### src/common/aic_pkg.sv
package aic_pkg;

  // ************************************************************
  // Serial framing constants
  // ************************************************************
  localparam int WORD_BITS = 16;
  localparam int SCLK_DIV = 4;
  localparam int FRAME_PCLK = WORD_BITS * SCLK_DIV;
  localparam int FIFO_DEPTH = 2;

  // ************************************************************
  // Conversion timing
  // ************************************************************
  localparam int CLK_MHZ = 40;
  localparam int CONV_TIME_NS = 2000;
  localparam int CONV_CYCLES = (CONV_TIME_NS * CLK_MHZ + 999) / 1000;

  // ************************************************************
  // Register map
  // ************************************************************
  localparam logic [7:0] ADDR_CTRL = 8'h00;
  localparam logic [7:0] ADDR_STATUS = 8'h04;
  localparam logic [7:0] ADDR_TXDATA = 8'h08;
  localparam logic [7:0] ADDR_RXDATA = 8'h0C;

  // Control fields and value after reset
  localparam int CTRL_EN_BIT = 0;
  localparam int CTRL_FSD_LSB = 8;
  localparam int CTRL_GAP_LSB = 16;
  localparam logic [31:0] CTRL_RST = 32'h0020_0101;

  // Status fields
  localparam int ST_MASTER_BIT = 0;
  localparam int ST_BUSY_BIT = 1;
  localparam int ST_EOC_BIT = 2;
  localparam int ST_RXV_BIT = 3;
  localparam int ST_OVR_BIT = 4;
  localparam int ST_TXFULL_BIT = 5;
  localparam int ST_REQ0_BIT = 6;
  localparam int ST_REQ1_BIT = 7;

  // ************************************************************
  // Frame sequencer states
  // ************************************************************
  typedef enum logic [1:0] {
    ST_IDLE = 2'b00,
    ST_SHIFT = 2'b01,
    ST_GAP = 2'b11
  } frame_state_t;

endpackage : aic_pkg

### src/verilog/aic_serial_frame_port.sv
// The APB slave port and the register addresses are this design's own decisions.
`timescale 1ns/1ps

// Overview of operation
// Frame sync falling starts input and output shifting together.
// As master, frame sync stays low exactly sixteen shift-clock periods.
// A slave's external frame sync is low at least one shift-clock period.
// Delayed frame sync copies frame sync length, delayed by programmed periods.
// Master's delayed frame sync feeds a slave's frame sync input.
// End of conversion high during conversion, low until next one.
// Master/slave select high makes master, low makes slave.
// Serial input carries sample and command words, clocked by shift clock.
// Serial output carries conversion results or read-back words.
// The two request inputs ask for secondary talk; unused ones sit low.
// Master divides its clock by four for shift clock; slave takes external.
// Reset clears counters and loads control defaults.
// Sample words are two's complement.
// MSB first; launch on rising shift clock, sample on falling.
module aic_serial_frame_port import aic_pkg::*; (
  input wire logic pclk,
  input wire logic presetn,
  input wire logic psel,
  input wire logic penable,
  input wire logic pwrite,
  input wire logic [7:0] paddr,
  input wire logic [31:0] pwdata,
  output logic [31:0] prdata,
  output logic pready,
  output logic pslverr,
  input wire logic master_select,
  input wire logic sclk_in,
  output logic sclk_out,
  output logic sclk_oe,
  input wire logic frame_sync_n_in,
  output logic frame_sync_n_out,
  output logic frame_sync_n_oe,
  output logic delayed_frame_sync_n,
  input wire logic serial_data_in,
  output logic serial_data_out,
  output logic end_of_conversion,
  input wire logic host_request_0,
  input wire logic host_request_1
);
  // ************************************************************
  // Declarations
  // ************************************************************
  frame_state_t state;
  logic [31:0] ctrl, status;
  logic [1:0] div_cnt;
  logic sclk_meta, sclk_sync, sclk_prev, fs_meta, fs_sync;
  logic rise, fall, start, finish, rx_valid, overrun, pos_active, buf_ready, buf_valid;
  logic [4:0] bit_cnt;
  logic [7:0] gap_cnt;
  logic [WORD_BITS-1:0] tx_shift, rx_shift, rx_data, buf_data;
  logic [5:0] pos_cnt, pos_next, fsd_end;
  logic [8:0] conv_cnt;
  logic access, rd_stage, done, wr_done, rd_done, mapped;
  // Address match, used by several decoders
  function automatic logic hit(input logic [7:0] a, input logic [7:0] off);
    return a == off;
  endfunction : hit
  // ************************************************************
  // Shift clock: divider in master, synchroniser in slave
  // ************************************************************
  always_ff @(posedge pclk or negedge presetn) begin
    if (!presetn) begin
      div_cnt <= 2'h0;
      sclk_out <= 1'b0;
    end else begin
      div_cnt <= div_cnt + 2'h1;
      if (div_cnt == 2'h1) begin
        sclk_out <= 1'b1;
      end else if (div_cnt == 2'h3) begin
        sclk_out <= 1'b0;
      end
    end
  end
  // Two-stage capture of the external clock and frame sync
  always_ff @(posedge pclk or negedge presetn) begin
    if (!presetn) begin
      sclk_meta <= 1'b0;
      sclk_sync <= 1'b0;
      sclk_prev <= 1'b0;
      fs_meta <= 1'b1;
      fs_sync <= 1'b1;
    end else begin
      sclk_meta <= sclk_in;
      sclk_sync <= sclk_meta;
      sclk_prev <= sclk_sync;
      fs_meta <= frame_sync_n_in;
      fs_sync <= fs_meta;
    end
  end
  // Edge pulses by mode
  assign sclk_oe = master_select;
  assign frame_sync_n_oe = master_select;
  assign rise = master_select ? (div_cnt == 2'h1) : (sclk_sync & ~sclk_prev);
  assign fall = master_select ? (div_cnt == 2'h3) : (~sclk_sync & sclk_prev);
  // ************************************************************
  // Frame sequencer
  // ************************************************************
  assign start = (state == ST_IDLE) && rise && ctrl[CTRL_EN_BIT]
                 && (master_select || !fs_sync);
  assign finish = (state == ST_SHIFT) && rise && (bit_cnt == 5'(WORD_BITS));
  // State and bit counter
  always_ff @(posedge pclk or negedge presetn) begin
    if (!presetn) begin
      state <= ST_IDLE;
      bit_cnt <= 5'h0;
      gap_cnt <= 8'h0;
    end else begin
      case (state)
        ST_IDLE: begin
          if (start) begin
            state <= ST_SHIFT;
            bit_cnt <= 5'h0;
          end
        end
        ST_SHIFT: begin
          if (finish) begin
            state <= ST_GAP;
            gap_cnt <= 8'h0;
          end else if (fall) begin
            bit_cnt <= bit_cnt + 5'h1;
          end
        end
        ST_GAP: begin
          if (!master_select ? fs_sync : (rise && gap_cnt >= ctrl[CTRL_GAP_LSB +: 8])) begin
            state <= ST_IDLE; // Slave leaves on sync high even with its clock stopped
          end
          if (rise) begin
            gap_cnt <= gap_cnt + 8'h1;
          end
        end
        default: begin
          state <= ST_IDLE;
        end
      endcase
    end
  end
  // Frame sync drive, low across the sixteen-bit transfer
  always_ff @(posedge pclk or negedge presetn) begin
    if (!presetn) begin
      frame_sync_n_out <= 1'b1;
    end else if (start && master_select) begin
      frame_sync_n_out <= 1'b0;
    end else if (finish) begin
      frame_sync_n_out <= 1'b1;
    end
  end
  // Transmit shifter, MSB first, launched on rising edges
  always_ff @(posedge pclk or negedge presetn) begin
    if (!presetn) begin
      tx_shift <= '0;
      serial_data_out <= 1'b0;
    end else if (start) begin
      tx_shift <= buf_valid ? buf_data : '0;
      serial_data_out <= buf_valid & buf_data[WORD_BITS-1];
    end else if (finish) begin
      serial_data_out <= 1'b0;
    end else if (state == ST_SHIFT && rise) begin
      tx_shift <= {tx_shift[WORD_BITS-2:0], 1'b0};
      serial_data_out <= tx_shift[WORD_BITS-2];
    end
  end
  // Receive shifter, sampled on falling edges
  always_ff @(posedge pclk or negedge presetn) begin
    if (!presetn) begin
      rx_shift <= '0;
      rx_data <= '0;
    end else begin
      if (state == ST_SHIFT && fall) begin
        rx_shift <= {rx_shift[WORD_BITS-2:0], serial_data_in};
      end
      if (finish) begin
        rx_data <= rx_shift;
      end
    end
  end
  // Receive flags; a new word wins over a clear in the same cycle
  always_ff @(posedge pclk or negedge presetn) begin
    if (!presetn) begin
      rx_valid <= 1'b0;
      overrun <= 1'b0;
    end else begin
      if (finish) begin
        rx_valid <= 1'b1;
      end else if (rd_done && hit(paddr, ADDR_RXDATA)) begin
        rx_valid <= 1'b0;
      end
      if (finish && rx_valid) begin
        overrun <= 1'b1;
      end else if (wr_done && hit(paddr, ADDR_STATUS) && pwdata[ST_OVR_BIT]) begin
        overrun <= 1'b0;
      end
    end
  end
  // ************************************************************
  // Delayed frame sync for chained slaves
  // ************************************************************
  assign pos_next = pos_cnt + 6'h1;
  assign fsd_end = {1'b0, ctrl[CTRL_FSD_LSB +: 5]} + 6'(WORD_BITS);
  always_ff @(posedge pclk or negedge presetn) begin
    if (!presetn) begin
      pos_cnt <= 6'h0;
      pos_active <= 1'b0;
      delayed_frame_sync_n <= 1'b1;
    end else if (start) begin
      pos_cnt <= 6'h0;
      pos_active <= 1'b1;
      delayed_frame_sync_n <= (ctrl[CTRL_FSD_LSB +: 5] != 5'h0);
    end else if (pos_active && rise) begin
      pos_cnt <= pos_next;
      pos_active <= (pos_next < fsd_end);
      delayed_frame_sync_n <= !((pos_next >= {1'b0, ctrl[CTRL_FSD_LSB +: 5]})
                                && (pos_next < fsd_end));
    end
  end
  // ************************************************************
  // Conversion period indicator
  // ************************************************************
  always_ff @(posedge pclk or negedge presetn) begin
    if (!presetn) begin
      conv_cnt <= 9'h0;
      end_of_conversion <= 1'b0;
    end else if (finish) begin
      conv_cnt <= 9'(CONV_CYCLES);
      end_of_conversion <= 1'b1;
    end else if (conv_cnt != 9'h0) begin
      conv_cnt <= conv_cnt - 9'h1;
      end_of_conversion <= (conv_cnt > 9'h1);
    end
  end
  // ************************************************************
  // Transmit buffer between bus writes and the shifter
  // ************************************************************
  tx_buffer #(
    .WIDTH(WORD_BITS),
    .DEPTH(FIFO_DEPTH)
  ) u_tx_buffer (
    .pclk(pclk),
    .presetn(presetn),
    .in_valid(wr_done && hit(paddr, ADDR_TXDATA)),
    .in_ready(buf_ready),
    .in_data(pwdata[WORD_BITS-1:0]),
    .out_valid(buf_valid),
    .out_ready(start),
    .out_data(buf_data)
  );
  // ************************************************************
  // APB slave
  // ************************************************************
  assign access = psel & penable;
  assign mapped = hit(paddr, ADDR_CTRL) | hit(paddr, ADDR_STATUS)
                  | hit(paddr, ADDR_TXDATA) | hit(paddr, ADDR_RXDATA);
  // Full buffer stalls a data write; reads take one wait state
  assign pready = pwrite ? !(hit(paddr, ADDR_TXDATA) && !buf_ready) : rd_stage;
  assign done = access & pready;
  assign wr_done = done & pwrite;
  assign rd_done = done & ~pwrite;
  assign pslverr = done & ~mapped;
  // Live status word
  always_comb begin
    status = 32'h0;
    status[ST_MASTER_BIT] = master_select;
    status[ST_BUSY_BIT] = (state != ST_IDLE);
    status[ST_EOC_BIT] = end_of_conversion;
    status[ST_RXV_BIT] = rx_valid;
    status[ST_OVR_BIT] = overrun;
    status[ST_TXFULL_BIT] = !buf_ready;
    status[ST_REQ0_BIT] = host_request_0;
    status[ST_REQ1_BIT] = host_request_1;
  end
  // Read data register
  always_ff @(posedge pclk or negedge presetn) begin
    if (!presetn) begin
      rd_stage <= 1'b0;
      prdata <= 32'h0;
    end else begin
      rd_stage <= access && !pwrite && !rd_stage;
      if (access && !pwrite && !rd_stage) begin
        case (paddr)
          ADDR_CTRL: prdata <= ctrl;
          ADDR_STATUS: prdata <= status;
          ADDR_RXDATA: prdata <= {16'h0, rx_data};
          default: prdata <= 32'h0;
        endcase
      end
    end
  end
  // Control register
  always_ff @(posedge pclk or negedge presetn) begin
    if (!presetn) begin
      ctrl <= CTRL_RST;
    end else if (wr_done && hit(paddr, ADDR_CTRL)) begin
      ctrl <= pwdata & 32'h00FF_1F01;
    end
  end
  // ************************************************************
  // Checks
  // ************************************************************
  logic [7:0] fs_low_cnt, fsd_low_cnt;
  always_ff @(posedge pclk or negedge presetn) begin
    if (!presetn) begin
      fs_low_cnt <= 8'h0;
      fsd_low_cnt <= 8'h0;
    end else begin
      fs_low_cnt <= frame_sync_n_out ? 8'h0 : fs_low_cnt + 8'h1;
      fsd_low_cnt <= delayed_frame_sync_n ? 8'h0 : fsd_low_cnt + 8'h1;
    end
  end
endmodule : aic_serial_frame_port

### src/verilog/tx_buffer.sv
`timescale 1ns/1ps

// Small FIFO between register writes and the serial transmitter
module tx_buffer import aic_pkg::*; #(
  parameter int WIDTH = WORD_BITS,
  parameter int DEPTH = FIFO_DEPTH
) (
  input wire logic pclk,
  input wire logic presetn,
  input wire logic in_valid,
  output logic in_ready,
  input wire logic [WIDTH-1:0] in_data,
  output logic out_valid,
  input wire logic out_ready,
  output logic [WIDTH-1:0] out_data
);
  localparam int AW = (DEPTH > 1) ? $clog2(DEPTH) : 1;
  localparam logic [AW:0] FULL = (AW + 1)'(DEPTH);
  localparam logic [AW-1:0] LAST = AW'(DEPTH - 1);

  logic [WIDTH-1:0] mem [DEPTH];
  logic [AW-1:0] wr_ptr;
  logic [AW-1:0] rd_ptr;
  logic [AW:0] count;
  logic push;
  logic pop;

  // Handshakes
  assign in_ready = (count != FULL);
  assign out_valid = (count != '0);
  assign out_data = mem[rd_ptr];
  assign push = in_valid & in_ready;
  assign pop = out_valid & out_ready;

  // Storage
  always_ff @(posedge pclk) begin
    if (push) begin
      mem[wr_ptr] <= in_data;
    end
  end

  // Pointers and fill level
  always_ff @(posedge pclk or negedge presetn) begin
    if (!presetn) begin
      wr_ptr <= '0;
      rd_ptr <= '0;
      count <= '0;
    end else begin
      if (push) begin
        wr_ptr <= (wr_ptr == LAST) ? '0 : wr_ptr + 1'b1;
      end
      if (pop) begin
        rd_ptr <= (rd_ptr == LAST) ? '0 : rd_ptr + 1'b1;
      end
      if (push && !pop) begin
        count <= count + 1'b1;
      end else if (pop && !push) begin
        count <= count - 1'b1;
      end
    end
  end

endmodule : tx_buffer

### config.mk
export PLATFORM = sky130hd
export DESIGN_NAME = aic_serial_frame_port
export DESIGN_NICKNAME = d
export VERILOG_FILES = /design/src/common/aic_pkg.sv /design/src/verilog/aic_serial_frame_port.sv /design/src/verilog/tx_buffer.sv
export SDC_FILE = /design/constraint.sdc
export NUM_CORES = 1
export LEC_CHECK = 0
export ABC_AREA = 0
export BUFFER_PORTS_ARGS = -buffer_cell sky130_fd_sc_hd__clkbuf_2
export CORE_MARGIN = 5
export CORE_UTILIZATION = 55
export CTS_CLUSTER_DIAMETER = 50
export DETAILED_ROUTE_END_ITERATION = 10
export PLACE_DENSITY_LB_ADDON = 0.3
export SYNTH_ARGS = -nofsm -noshare
export SYNTH_HDL_FRONTEND = slang
export SYNTH_SLANG_ARGS = --single-unit
### constraint.sdc
create_clock -name pclk -period 6.85 [get_ports pclk]
set_clock_uncertainty 0.05 [all_clocks]
set_input_delay 1.37 -clock pclk [delete_from_list [all_inputs] [get_ports pclk]]
set_output_delay 1.37 -clock pclk [all_outputs]
set_load 0.05 [all_outputs]
# == Word level (Yosys, flattened, before mapping) ==
# Memories as Yosys holds them, arrays and structs flattened.
# Cells that the tools add are included.
# classes
add_sub_neg,10
order_cmp,4
n_eq_ne,16
n_mux,47
n_bitwise,17
reduce_logical,51
# ops
operator,count
$pmux W24 S3,1
$mux W15,4
$mux W1,25
$reduce_bool A2 Y1,12
$logic_and A1 B1 Y1,21
$mux W9,2
$eq A8 B4 Y1 const B,2
$mux W8,2
$ne A2 B2 Y1 const B,8
$pmux W8 S2,1
$mux W5,3
$mux W6,2
$and A1 B1 Y1,10
$mux W2,5
$pmux W5 S2,1
$gt A9 B1 Y1 const B,1
$reduce_bool A9 Y1,1
$sub A9 B1 Y9 const B,1
$add A8 B1 Y8 const B,1
$eq A8 B3 Y1 const B,1
$ge A8 B8 Y1,1
$logic_not A1 Y1,8
$logic_not A8 Y1,1
$add A5 B5 Y6 const B,1
other kinds (20),30
# totals
reg_bits,143
ram_bits,32
input_bits,51
elab_cells,174
mem_count,1
# memory_table
memory,depth,word_bits,rd,rd_ports_with_merged_regs,wr,line,rtl
u_tx_buffer.mem,2,16,1,0,1,tx_buffer.sv:21,logic [WIDTH-1:0] mem [DEPTH];

# == Longest topological paths before layout ==
# Gate-level depths: netlist of the first run.
# logic_depth
ltp_word,13
ltp_mapped,11

# == Modules after synthesis ==
# From an unflattened synthesis of the first run, not the netlist that was laid out.
# hier_totals
hier_cells,643
hier_area_um2,7596.0
# modules_own_cells
mod,instances,cells_each,area_each_um2,seq_area_each_um2
aic_serial_frame_port,1,575,6193.4,3286.9
tx_buffer,1,68,1402.6,1061.0

# == Worst setup path after synthesis of the first run ==
# No wires, ideal clock.
# synth_path
path_type,input to output
from,input port paddr[3]
to,output port pready
arrival_ns,2.719
setup_slack_ns,2.711
path_stages,3
path_cell_list,clkbuf_1 -> clkbuf_1 -> a41oi_1
# synth_via
elab_chain_cells,4
# synth_rtl
item,line,rtl
"start, declared",aic_serial_frame_port.sv:25,"input wire logic [7:0] paddr,"
$eq A8 B4 Y1,aic_serial_frame_port.sv:60,return a == off;
$logic_and A1 B1 Y1,aic_serial_frame_port.sv:257,"assign pready = pwrite ? !(hit(paddr, ADDR_TXDATA) && !buf_ready) : rd_stage;"
$logic_not A1 Y1,aic_serial_frame_port.sv:257,
$mux W1,aic_serial_frame_port.sv:257,
"end, declared",aic_serial_frame_port.sv:28,"output logic pready,"
# Every way passes these cells.

# == Worst setup path in the final report of the first run ==
# layout_path
from,input port paddr[7]
to,output port pready
# Same word-level chain as after synthesis.

==> results.txt, run 1 <==
The leakage power came out at 4.03 nW. Together, buffers and inverters on the worst path number 2. On the critical path the largest part of the delay comes from simple AND/OR/NAND/NOR gates. The number of instances in the synthesized netlist is 660. The net count of the finished layout is 805.

The path class of the tightest hold or removal check is reg2reg. The number of top-level pins came out at 92. The highest attainable clock frequency came out at 0.245 GHz. The number of slew-limit violations in the final report is 0. The most used flip-flop cell after synthesis is dfrtp_1. In this run, synthesis produced a sequential element count of 167. The pre-CTS setup slack came out at 2.78 ns. The number of design rule violations left after detail routing is 0.

Of the synthesized area, sequential elements account for 0.573. The clock buffer count from CTS is 17. In this run the deepest clock path goes through 2 buffers. The total power density per cell area came out at 247 nW/um^2. The total via count in the routed design is 5151.

The cell count of the worst hold path is 0. Counting instances in the post-synthesis netlist gives the leading cell types as dfrtp_1, nand2_1, o21ai_0. Among all cell types in the netlist, the one instantiated most often is dfrtp_1. The cell depth of the worst flop-to-flop path is 8.

The net switching share of the total power came out at 0.227. The mapped netlist covers 7590 sq um. The setup fix buffers added after clock tree synthesis came out at 0. The peak fanout along the critical path came out at 9. The count of flip-flops with a built-in enable after synthesis is 32.

After routing the design area is 8630 sq um. Once detail routing completed, the nets flagged for antenna violations numbered 0. The average detailed-routed wire length per instance came out at 17.1 um. In this run the clock root is driven by a clkbuf_16. The clock network fraction of total power came out at 0.443.

The DRC marker count from the first detailed-route iteration is 325. The final worst setup slack is 2.76 ns. The floorplan step set the die height to 127 um. The proportion of power drawn by combinational gates came out at 0.063. In this run the tightest slew margin relative to its limit is 0.349. In this run the number of H-tree levels came out at 4.

Entering global routing, the biggest net connects 75 pins. The floorplan die area is 16200 sq um. The number of antenna violations at the first check in global routing was 0. Setup violations remaining at the end of the flow were counted as 0. The share of synthesized area in the top cell type comes to 0.422. The flow ran to the end, and the final reports show no timing, DRC or antenna violations. The post-DP HPWL is 10800 um. The all-layer global routing usage is 0.208. The instance count on the critical path came out at 6. The net switching power of the design came out at 0.484 mW.

The max-capacitance violation count came out at 0. The nature of the critical path startpoint is an input pin. After detailed placement, the design holds a cell count of 891. Counting distinct cell types in the post-synthesis netlist gives 65.

The hold-fix buffer count after cts is 0. The total of cells resized after clock tree synthesis came out at 0. The total number of placement rows is 43. At the pin with the least slew margin, the transition time is 0.969 ns. The initial core utilization came out at 0.553. The first detailed-routing pass took 7 iterations.

The sequential cell fraction of total power came out at 0.494. The core area is 13700 sq um. The width of the die came out at 127 um. The count of input and output buffers came out at 75. The category of the most critical setup path is in2out. The via count of the first global-routing pass was 5475. The clock sink total came out at 167. The largest total area in the synthesized netlist belongs to dfrtp_1. The mean instance size in the synthesized netlist came out at 11.5 sq um. Yosys printed 0 warnings.

The endpoint kind of the worst setup timing path is a primary output. By area the synthesized netlist is led by dfrtp_1, edfxtp_1, nand2_1, ha_1, mux2i_1. For the worst setup path, the data required time is 5.43 ns. The signal arrival time at the worst endpoint came out at 2.67 ns. The largest voltage drop on the vdd net is 0.149 mV.

The final cell utilization of the core came out at 0.629. The clock-pin slew of the registers on the worst-case setup and hold paths came out at 0.06 ns. Of the cells placed in the final design, the portion with a size suffix greater than 1 is 0.203. Of all flip-flops after synthesis, the portion carrying an async set or reset was 0.808.

The slowest stage of the critical path is the nand3_1 cell. The signal on the critical path passes through clkbuf_2 > nor2_1 > nand3_1 > nor2_1 > a41oi_1 > clkbuf_2. The final cycle utilization of the critical path is 0.597. The total count of hold-check failures in the final report is 0. The routability congestion estimate is 0.866. For the final routed database, the setup TNS stands at 0 ns.

After detailed placement, the total cell area comes to 8040 sq um. The post-detailed-route via-to-cell ratio came out at 5.58. The clock latency on the worst-skew pair is 0.42 ns. The area added between synthesis and finish came out at 13.7%.

The final wirelength came out at 15700 um. The final critical delay including setup and external delays came out at 4.09 ns. The peak per-stage delay on the critical path came out at 0.40 ns.

The total inserted antenna cells came out at 0. Internal power comes to 1.65 mW. Once layout is complete, the cells apart from fillers number 923.

The first-pass GRT wire length is 26700 um. TritonCTS built the clock tree. Setup repair after global routing left no endpoint under its margin. The total congestion overflow is 0.
-- per-stage QoR --
stage	hold slack, ns	power [mW]
global route	0.316	2.21
CTS	0.312	2.15
detailed placement	0.301	1.21
floorplan	0.281	1.16
finish	0.312	2.13
global placement	0.289	1.20
-- cell type report --
class	count	area [sq um]
timing repair buffer	80	415
clock buffer	24	492
multi-input combinational	438	2960
sequential	167	4350
clock inverter	8	95.1
inverter	26	97.6
tap	180	225
fill	1050	5090
-- power groups by stage --
stage	registers [mW]	logic, mW	clock network (mW)
floorplan	1.08	0.0777	0
global placement	1.07	0.129	0
detailed placement	1.07	0.134	0
CTS	1.05	0.137	0.961
global route	1.06	0.151	1.00
finish	1.05	0.135	0.945
-- registers in the layout, summed over array words and instances, names as in the netlist, 5 cells and up --
signal,count
rx_shift,16
gap_cnt,8
pos_cnt,6
conv_cnt,9
prdata,24
u_tx_buffer.mem,32
ctrl,14
bit_cnt,5
tx_shift,15
rx_data,16
-- final timing paths --
check | from | to | slack [ns]
worst max-delay path | paddr[7] | pready | 2.76
worst min-delay path | fs_meta$_DFF_PN1_ | fs_sync$_DFF_PN1_ | 0.31
worst max register to register | div_cnt[0]$_DFF_PN0_ | u_tx_buffer.count[1]$_DFFE_PN0P_ | 4.18
worst min register to register | fs_meta$_DFF_PN1_ | fs_sync$_DFF_PN1_ | 0.31
max in group asynchronous | presetn | rx_shift[13]$_DFFE_PN0P_ | 4.35
min in group asynchronous | presetn | prdata[20]$_DFFE_PN0P_ | 0.97
-- kinds of logic (layout without fill, tap and decap cells) --
kind of cell,count (synthesis),in the layout,share of synthesized area
compound gates,114,114,0.104
simple gates,216,216,0.135
xor+xnor,18,18,0.0208
mux,58,58,0.0864
fa+ha+maj,24,24,0.0396
buf+inv,62,138,0.0411
flops,167,167,0.573
other cells,1,8,0.000494
-- per-layer routing --
layer / share of wire / global-route usage
met2: 0.49 / 0.333
met5: 0 / 0
met4: 0.024 / 0.0852
met1: 0.44 / 0.273
met3: 0.055 / 0.0523
-- placed cells by master, fill, tap and decap left out, types with 8 or more instances in the layout --
master	count
dfrtp_1	128
nand2_1	111
clkbuf_2	74
o21ai_0	36
nor2_1	34
edfxtp_1	32
inv_1	26
mux2i_1	25
ha_1	24
nand3_1	19
clkbuf_16	17
a21oi_1	14
mux2_1	14
a22o_1	13
o21ai_1	12
xnor2_1	10
mux2_2	10
mux2_4	9
xor2_1	8
conb_1	8
Note: power is estimated with default switching activity, not from simulation.
==> run 2, diff against run 1 <==
==> constraint.sdc (replaced) <==
create_clock -name pclk -period 3.8 [get_ports pclk]
set_clock_uncertainty 0.05 [all_clocks]
set_input_delay 0.76 -clock pclk [delete_from_list [all_inputs] [get_ports pclk]]
set_output_delay 0.76 -clock pclk [all_outputs]
set_load 0.05 [all_outputs]
==> results.txt, run 2 (synthesis gave the netlist of run 1 again) <==
Measured against its own limit, the worst slew margin works out to 0.368. The count of input and output buffers is 75. The total of endpoints with negative setup slack in the final report is 0. The total power density per cell area is 452 nW/um^2. The highest attainable clock frequency is 0.350 GHz. The pre-CTS setup slack is 0.835 ns. The H-tree depth is 4. The area added between synthesis and finish came out at 14.6%. The detailed-routing iteration count for the pre-antenna-repair pass is 5.

The total count of hold-check failures in the final report came out at 0. The floorplan die area is 16200 sq um. The clock sink total came out at 167. The slew of the pin with the lowest slew margin is 0.948 ns. The final cell utilization of the core came out at 0.634. The core area came out at 13700 sq um. The via count of the first global-routing pass came out at 5448. The critical path in this run is classified as in2out. Excluding fillers, the count of instances in the completed layout stands at 927. Clock tree synthesis inserted a total of 17 buffers. Counting along the longest clock path gives a buffer depth of 2. The CTS tree is yes. The signal arrival time at the worst endpoint is 2.05 ns.

The cell sitting at the root of the clock tree is a clkbuf_16. The initial core utilization came out at 0.553. Leaving out fill and tap cells, the most frequent cells in the layout are dfrtp_1, nand2_1, clkbuf_2. Global routing finished with a remaining overflow of 0. The register with the most flip-flops in the layout has 32 of them.

The max-capacitance violation count is 0. The post-layout instance area is 8690 sq um. In this run the worst hold path is classified as reg2reg.

Leaving out fill and tap cells, the most frequent cell in the layout is dfrtp_1. The final wirelength came out at 15800 um. The setup fix buffers added after clock tree synthesis is 0. The worst setup path is launched from an input pin. Data on the critical path is required at its endpoint by 2.99 ns. Setup repair after global routing left no endpoint under its margin.

The endpoint kind of the worst setup timing path is a primary output. The flow ran to the end, and the final reports show no timing, DRC or antenna violations. The number of slew-limit violations in the final report came out at 0.

The area taken by flip-flops and latches is 4350 sq um. In the final layout, the multi-input gates occupy 2960 sq um. The leakage power is 4.07 nW. The die is 127 um tall.

The clock latency on the worst-skew pair came out at 0.43 ns. The final route contains 5177 vias. Post-CTS repair changed the size of 0 cells. After detailed routing, the number of remaining DRC violations is 0. The peak fanout along the critical path came out at 9. The first global-routing pass estimated 26400 um of wire. The final-layout setup total negative slack is 0 ns. The die is 127 um wide. The number of filler cells placed in the layout is 1087.

The largest voltage drop on the vdd net came out at 0.331 mV. The final critical delay including setup and external delays is 2.86 ns. The total number of placement rows is 43. 0 antenna diodes ended up in the layout. Entering global routing, the biggest net connects 81 pins. The post-DP HPWL is 10900 um. In the final routed layout, each cell accounts on average for 17.0 um. The hold-fix buffer count after cts came out at 0.

Ranked by flip-flop count, first place goes to u_tx_buffer.mem. The DRC marker count from the first detailed-route iteration came out at 399. The all-layer global routing usage came out at 0.204.

Clock-pin slew was measured on the worst setup and hold paths at 0.06 ns. The final worst setup slack came out at 0.940 ns. Routability-driven placement finished with a final weighted congestion of 0.838. The residual antenna-violating net count after detailed routing came out at 0. In the final layout, the registers with the most flip-flops are u_tx_buffer.mem (32), prdata (24).

The post-detailed-route via-to-cell ratio is 5.58. The net count of the finished layout is 809. The number of antenna violations at the first check in global routing is 0.

The final cycle utilization of the critical path is 0.753. 92 I/O pins were placed. After detailed placement, the design holds a cell count of 895.

The total cell area at the placement stage is 8080 sq um. Of the cells placed in the final design, the portion with a size suffix greater than 1 is 0.210.
==> run 2: cell types whose count changed in the layout (fill, tap and decap cells not counted), sizes merged <==
| cell | before | now |
|---|---|---|
| buf | 6 | 10 |
| bufinv | 2 | 4 |
| clkbuf | 98 | 91 |
| clkinv | 4 | 8 |
| clkinvlp | 2 | 3 |
==> run 2: final timing paths <==
check                                      from  cells past startpoint                               end  slack (ns)
min reg2reg                   fs_meta$_DFF_PN1_                      0                 fs_sync$_DFF_PN1_        0.31
min in group asynchronous               presetn                      1            prdata[18]$_DFFE_PN0P_        0.33
min                           fs_meta$_DFF_PN1_                      0                 fs_sync$_DFF_PN1_        0.31
max reg2reg                div_cnt[1]$_DFF_PN0_                      9  u_tx_buffer.count[1]$_DFFE_PN0P_        1.20
max in group asynchronous               presetn                      2               ctrl[8]$_DFFE_PN1P_        2.44
max                                    paddr[5]                      6                            pready        0.94
==> run 2: area by class of cell <==
type	count	area share
repair buffers	84	0.0527
clock buffers	17	0.0489
well taps	180	0.0259
flip-flops and latches	167	0.500
inverters	26	0.0112
multi-input cells	438	0.340
clock inverters	15	0.0213
==> run 2: per-stage QoR <==
step	total power [mW]	hold slack, ns
3_3_place_gp	2.16	0.287
5_1_grt	4.06	0.316
4_1_cts	3.95	0.314
2_1_floorplan	2.09	0.281
3_5_place_dp	2.18	0.300
6_report	3.93	0.310
==> run 2: power breakdown <==
group          internal, mW  total (mW)  switching [mW]
logic                0.0759       0.244           0.168
clock network          1.09        1.78           0.692
registers              1.87        1.90          0.0338
==> run 2: critical path, cell delays in order <==
cell and delay (ns):
clkbuf_2 0.08, nor2_1 0.12, nand3_1 0.38, nor2_1 0.25, a41oi_1 0.16, clkbuf_2 0.29
==> run 2: layer usage <==
| layer | wire length (um) | GRT usage |
|---|---|---|
| met5 | 0 | 0 |
| met4 | 250 | 0.0662 |
| met3 | 799 | 0.0573 |
| met2 | 7700 | 0.334 |
| met1 | 7010 | 0.264 |
==> run 3, diff against run 2 <==
--- a/config.mk
+++ b/config.mk
@@ -8,7 +8,7 @@
 export ABC_AREA = 0
 export BUFFER_PORTS_ARGS = -buffer_cell sky130_fd_sc_hd__clkbuf_2
 export CORE_MARGIN = 5
-export CORE_UTILIZATION = 55
+export CORE_UTILIZATION = 52
 export CTS_CLUSTER_DIAMETER = 50
 export DETAILED_ROUTE_END_ITERATION = 10
 export PLACE_DENSITY_LB_ADDON = 0.3
==> constraint.sdc (replaced) <==
create_clock -name pclk -period 2.6 [get_ports pclk]
set_clock_uncertainty 0.05 [all_clocks]
set_input_delay 0.52 -clock pclk [delete_from_list [all_inputs] [get_ports pclk]]
set_output_delay 0.52 -clock pclk [all_outputs]
set_load 0.05 [all_outputs]
==> results.txt, run 3 (synthesis gave the netlist of run 1 again) <==
The final layout contains routed wiring with a total length of 15700 um. The register with the most flip-flops in the layout has 32 of them. The leakage power came out at 4.08 nW. The number of filler cells placed in the layout came out at 1164.

The tool flagged a number of max-cap violations equal to 0. The final worst setup slack is 0.406 ns. The detailed-routing iteration count for the pre-antenna-repair pass is 5.

The H-tree depth is 4. The number of cells after detailed placement is 909. Pin placement for this block handled 92 I/O pins. The first-pass GRT wire length is 26800 um. The DRC marker count from the first detailed-route iteration is 321. The clock buffer count from CTS came out at 17. The count of input and output buffers is 75. In the final routed layout, each cell accounts on average for 16.7 um. The number of standard cells in the final layout excluding fillers came out at 941. The final critical delay including setup and external delays came out at 2.19 ns.

The number of antenna violations at the first check in global routing came to 0. The signal arrival time at the worst endpoint came out at 2.49 ns. In the routed layout, each cell is associated on average with a via count of 5.48. The pre-CTS setup slack came out at 0.239 ns. The width of the die came out at 131 um.

Total power for the finished layout comes to 5.39 mW. The register name with the most flops is u_tx_buffer.mem. The worst setup path is launched from a register. The area added between synthesis and finish came out at 14.6%. The initial core utilization is 0.526. Clock tree synthesis found a total of 167 sinks. The total of cells resized after clock tree synthesis came out at 0. The floorplan step defined a core boundary enclosing 14400 sq um. The total number of placement rows came out at 44. The worst-case headroom to the max-slew limit is 0.494. In the layout the commonest cells are dfrtp_1, nand2_1, clkbuf_2. The via count of the first global-routing pass came out at 5349. The repair_antennas step left the layout with diodes totalling 0.

Entering global routing, the biggest net connects 136 pins. After legalization and detailed placement, the total HPWL measured 10900 um. The total congestion overflow is 0. The number of slew-limit violations in the final report is 0. The total count of hold-check failures in the final report was 0. The routability congestion estimate is 0.849. The number of design rule violations left after detail routing is 0.

TritonCTS built the clock tree. In the final layout, the registers with the most flip-flops are u_tx_buffer.mem (32), prdata (24). The path type of the worst min-delay path is in2async. The floorplan die area is 17100 sq um. No sink is reached through more buffers than the 2 on the longest clock path.

For this block, the via count after detailed routing is 5160. The number of setup buffers added after CTS is 0. At the pin with the least slew margin, the transition time is 0.759 ns. After clock tree synthesis, the clock-pin slew on the worst setup and hold paths is 0.06 ns. The hold-fix buffer count after cts came out at 0. Setup repair after global routing left no endpoint under its margin. The library cell used as clock root buffer is clkbuf_16. The total power density per cell area came out at 620 nW/um^2. STA classifies the critical path endpoint as a register. The final cycle utilization of the critical path came out at 0.844. The all-layer global routing usage came out at 0.202. In the final layout, the share of cells above drive strength 1 is 0.209. The count of nets after finishing is 819. The largest voltage drop on the vdd net is 0.452 mV. The flow ran to the end, and the final reports show no timing, DRC or antenna violations.

The clock latency on the worst-skew pair is 0.43 ns. The height of the die is 131 um. The peak fanout along the critical path is 6. The category of the most critical setup path is reg2reg. The highest attainable clock frequency is 0.456 GHz.

The final-layout setup total negative slack is 0 ns. Leaving out fill and tap cells, the most frequent cell in the layout is dfrtp_1. The residual antenna-violating net count after detailed routing came out at 0. At the end of the flow the core is filled with cells to 0.603. At the worst endpoint, the required time is 2.90 ns. The total of endpoints with negative setup slack in the final report is 0.
run 3: cell count changes in the layout (fill, tap and decap cells not counted), sizes merged:
cell	before	now
bufinv	4	1
clkinvlp	3	0
buf	10	20
clkbuf	91	92
clkinv	8	13
run 3: report_power, final:
part           total (mW)  switching, mW  internal (mW)
clock network        2.25          0.970           1.28
registers            2.77         0.0469           2.73
logic               0.361          0.247          0.114
run 3: stage by stage:
| stage | hold WS (ns) | cell area, sq um |
|---|---|---|
| 3_5_place_dp | 0.294 | 8180 |
| 2_1_floorplan | 0.174 | 7610 |
| 5_1_grt | 0.120 | 8700 |
| 6_report | 0.111 | 8700 |
| 3_3_place_gp | 0.290 | 8180 |
| 4_1_cts | 0.122 | 8700 |
run 3: path summary, 6_finish.rpt:
path / endpoint / slack, ns / from / cells past startpoint
worst min-delay path: prdata[19]$_DFFE_PN0P_ / 0.11 / presetn / 2
max in group asynchronous: u_tx_buffer.rd_ptr$_DFFE_PN0P_ / 1.80 / presetn / 2
worst max register to register: delayed_frame_sync_n$_DFFE_PN1P_ / 0.41 / pos_cnt[0]$_DFFE_PN0P_ / 8
worst min register to register: sclk_sync$_DFF_PN0_ / 0.30 / sclk_meta$_DFF_PN0_ / 0
worst max-delay path: delayed_frame_sync_n$_DFFE_PN1P_ / 0.41 / pos_cnt[0]$_DFFE_PN0P_ / 8
min in group pclk: fs_meta$_DFF_PN1_ / 0.14 / frame_sync_n_in / 1
run 3: cell type report:
class,instances,area [sq um],area share
flip-flops and latches,167,4350,0.500
repair buffers,94,546,0.0627
clock inverters,14,91.3,0.0105
inverters,26,97.6,0.0112
well taps,184,230,0.0265
clock buffers,18,429,0.0493
multi-input cells,438,2960,0.340
run 3: critical path, stage by stage, from the launching register on:
cell     delay (ns)
dfrtp_1        0.43
ha_1           0.27
xor2_1         0.16
ha_1           0.29
o21ai_0        0.17
a21oi_1        0.06
o41ai_1        0.42
o31a_1         0.22
o21ai_1        0.06
run 3: routing by layer:
layer  wire (um)  GRT usage  up-vias
met5           0          0        -
met4         174     0.0678        0
met3         886     0.0541       17
met2        7780      0.319      148
met1        6890      0.272     2543
li1            -          -     2452
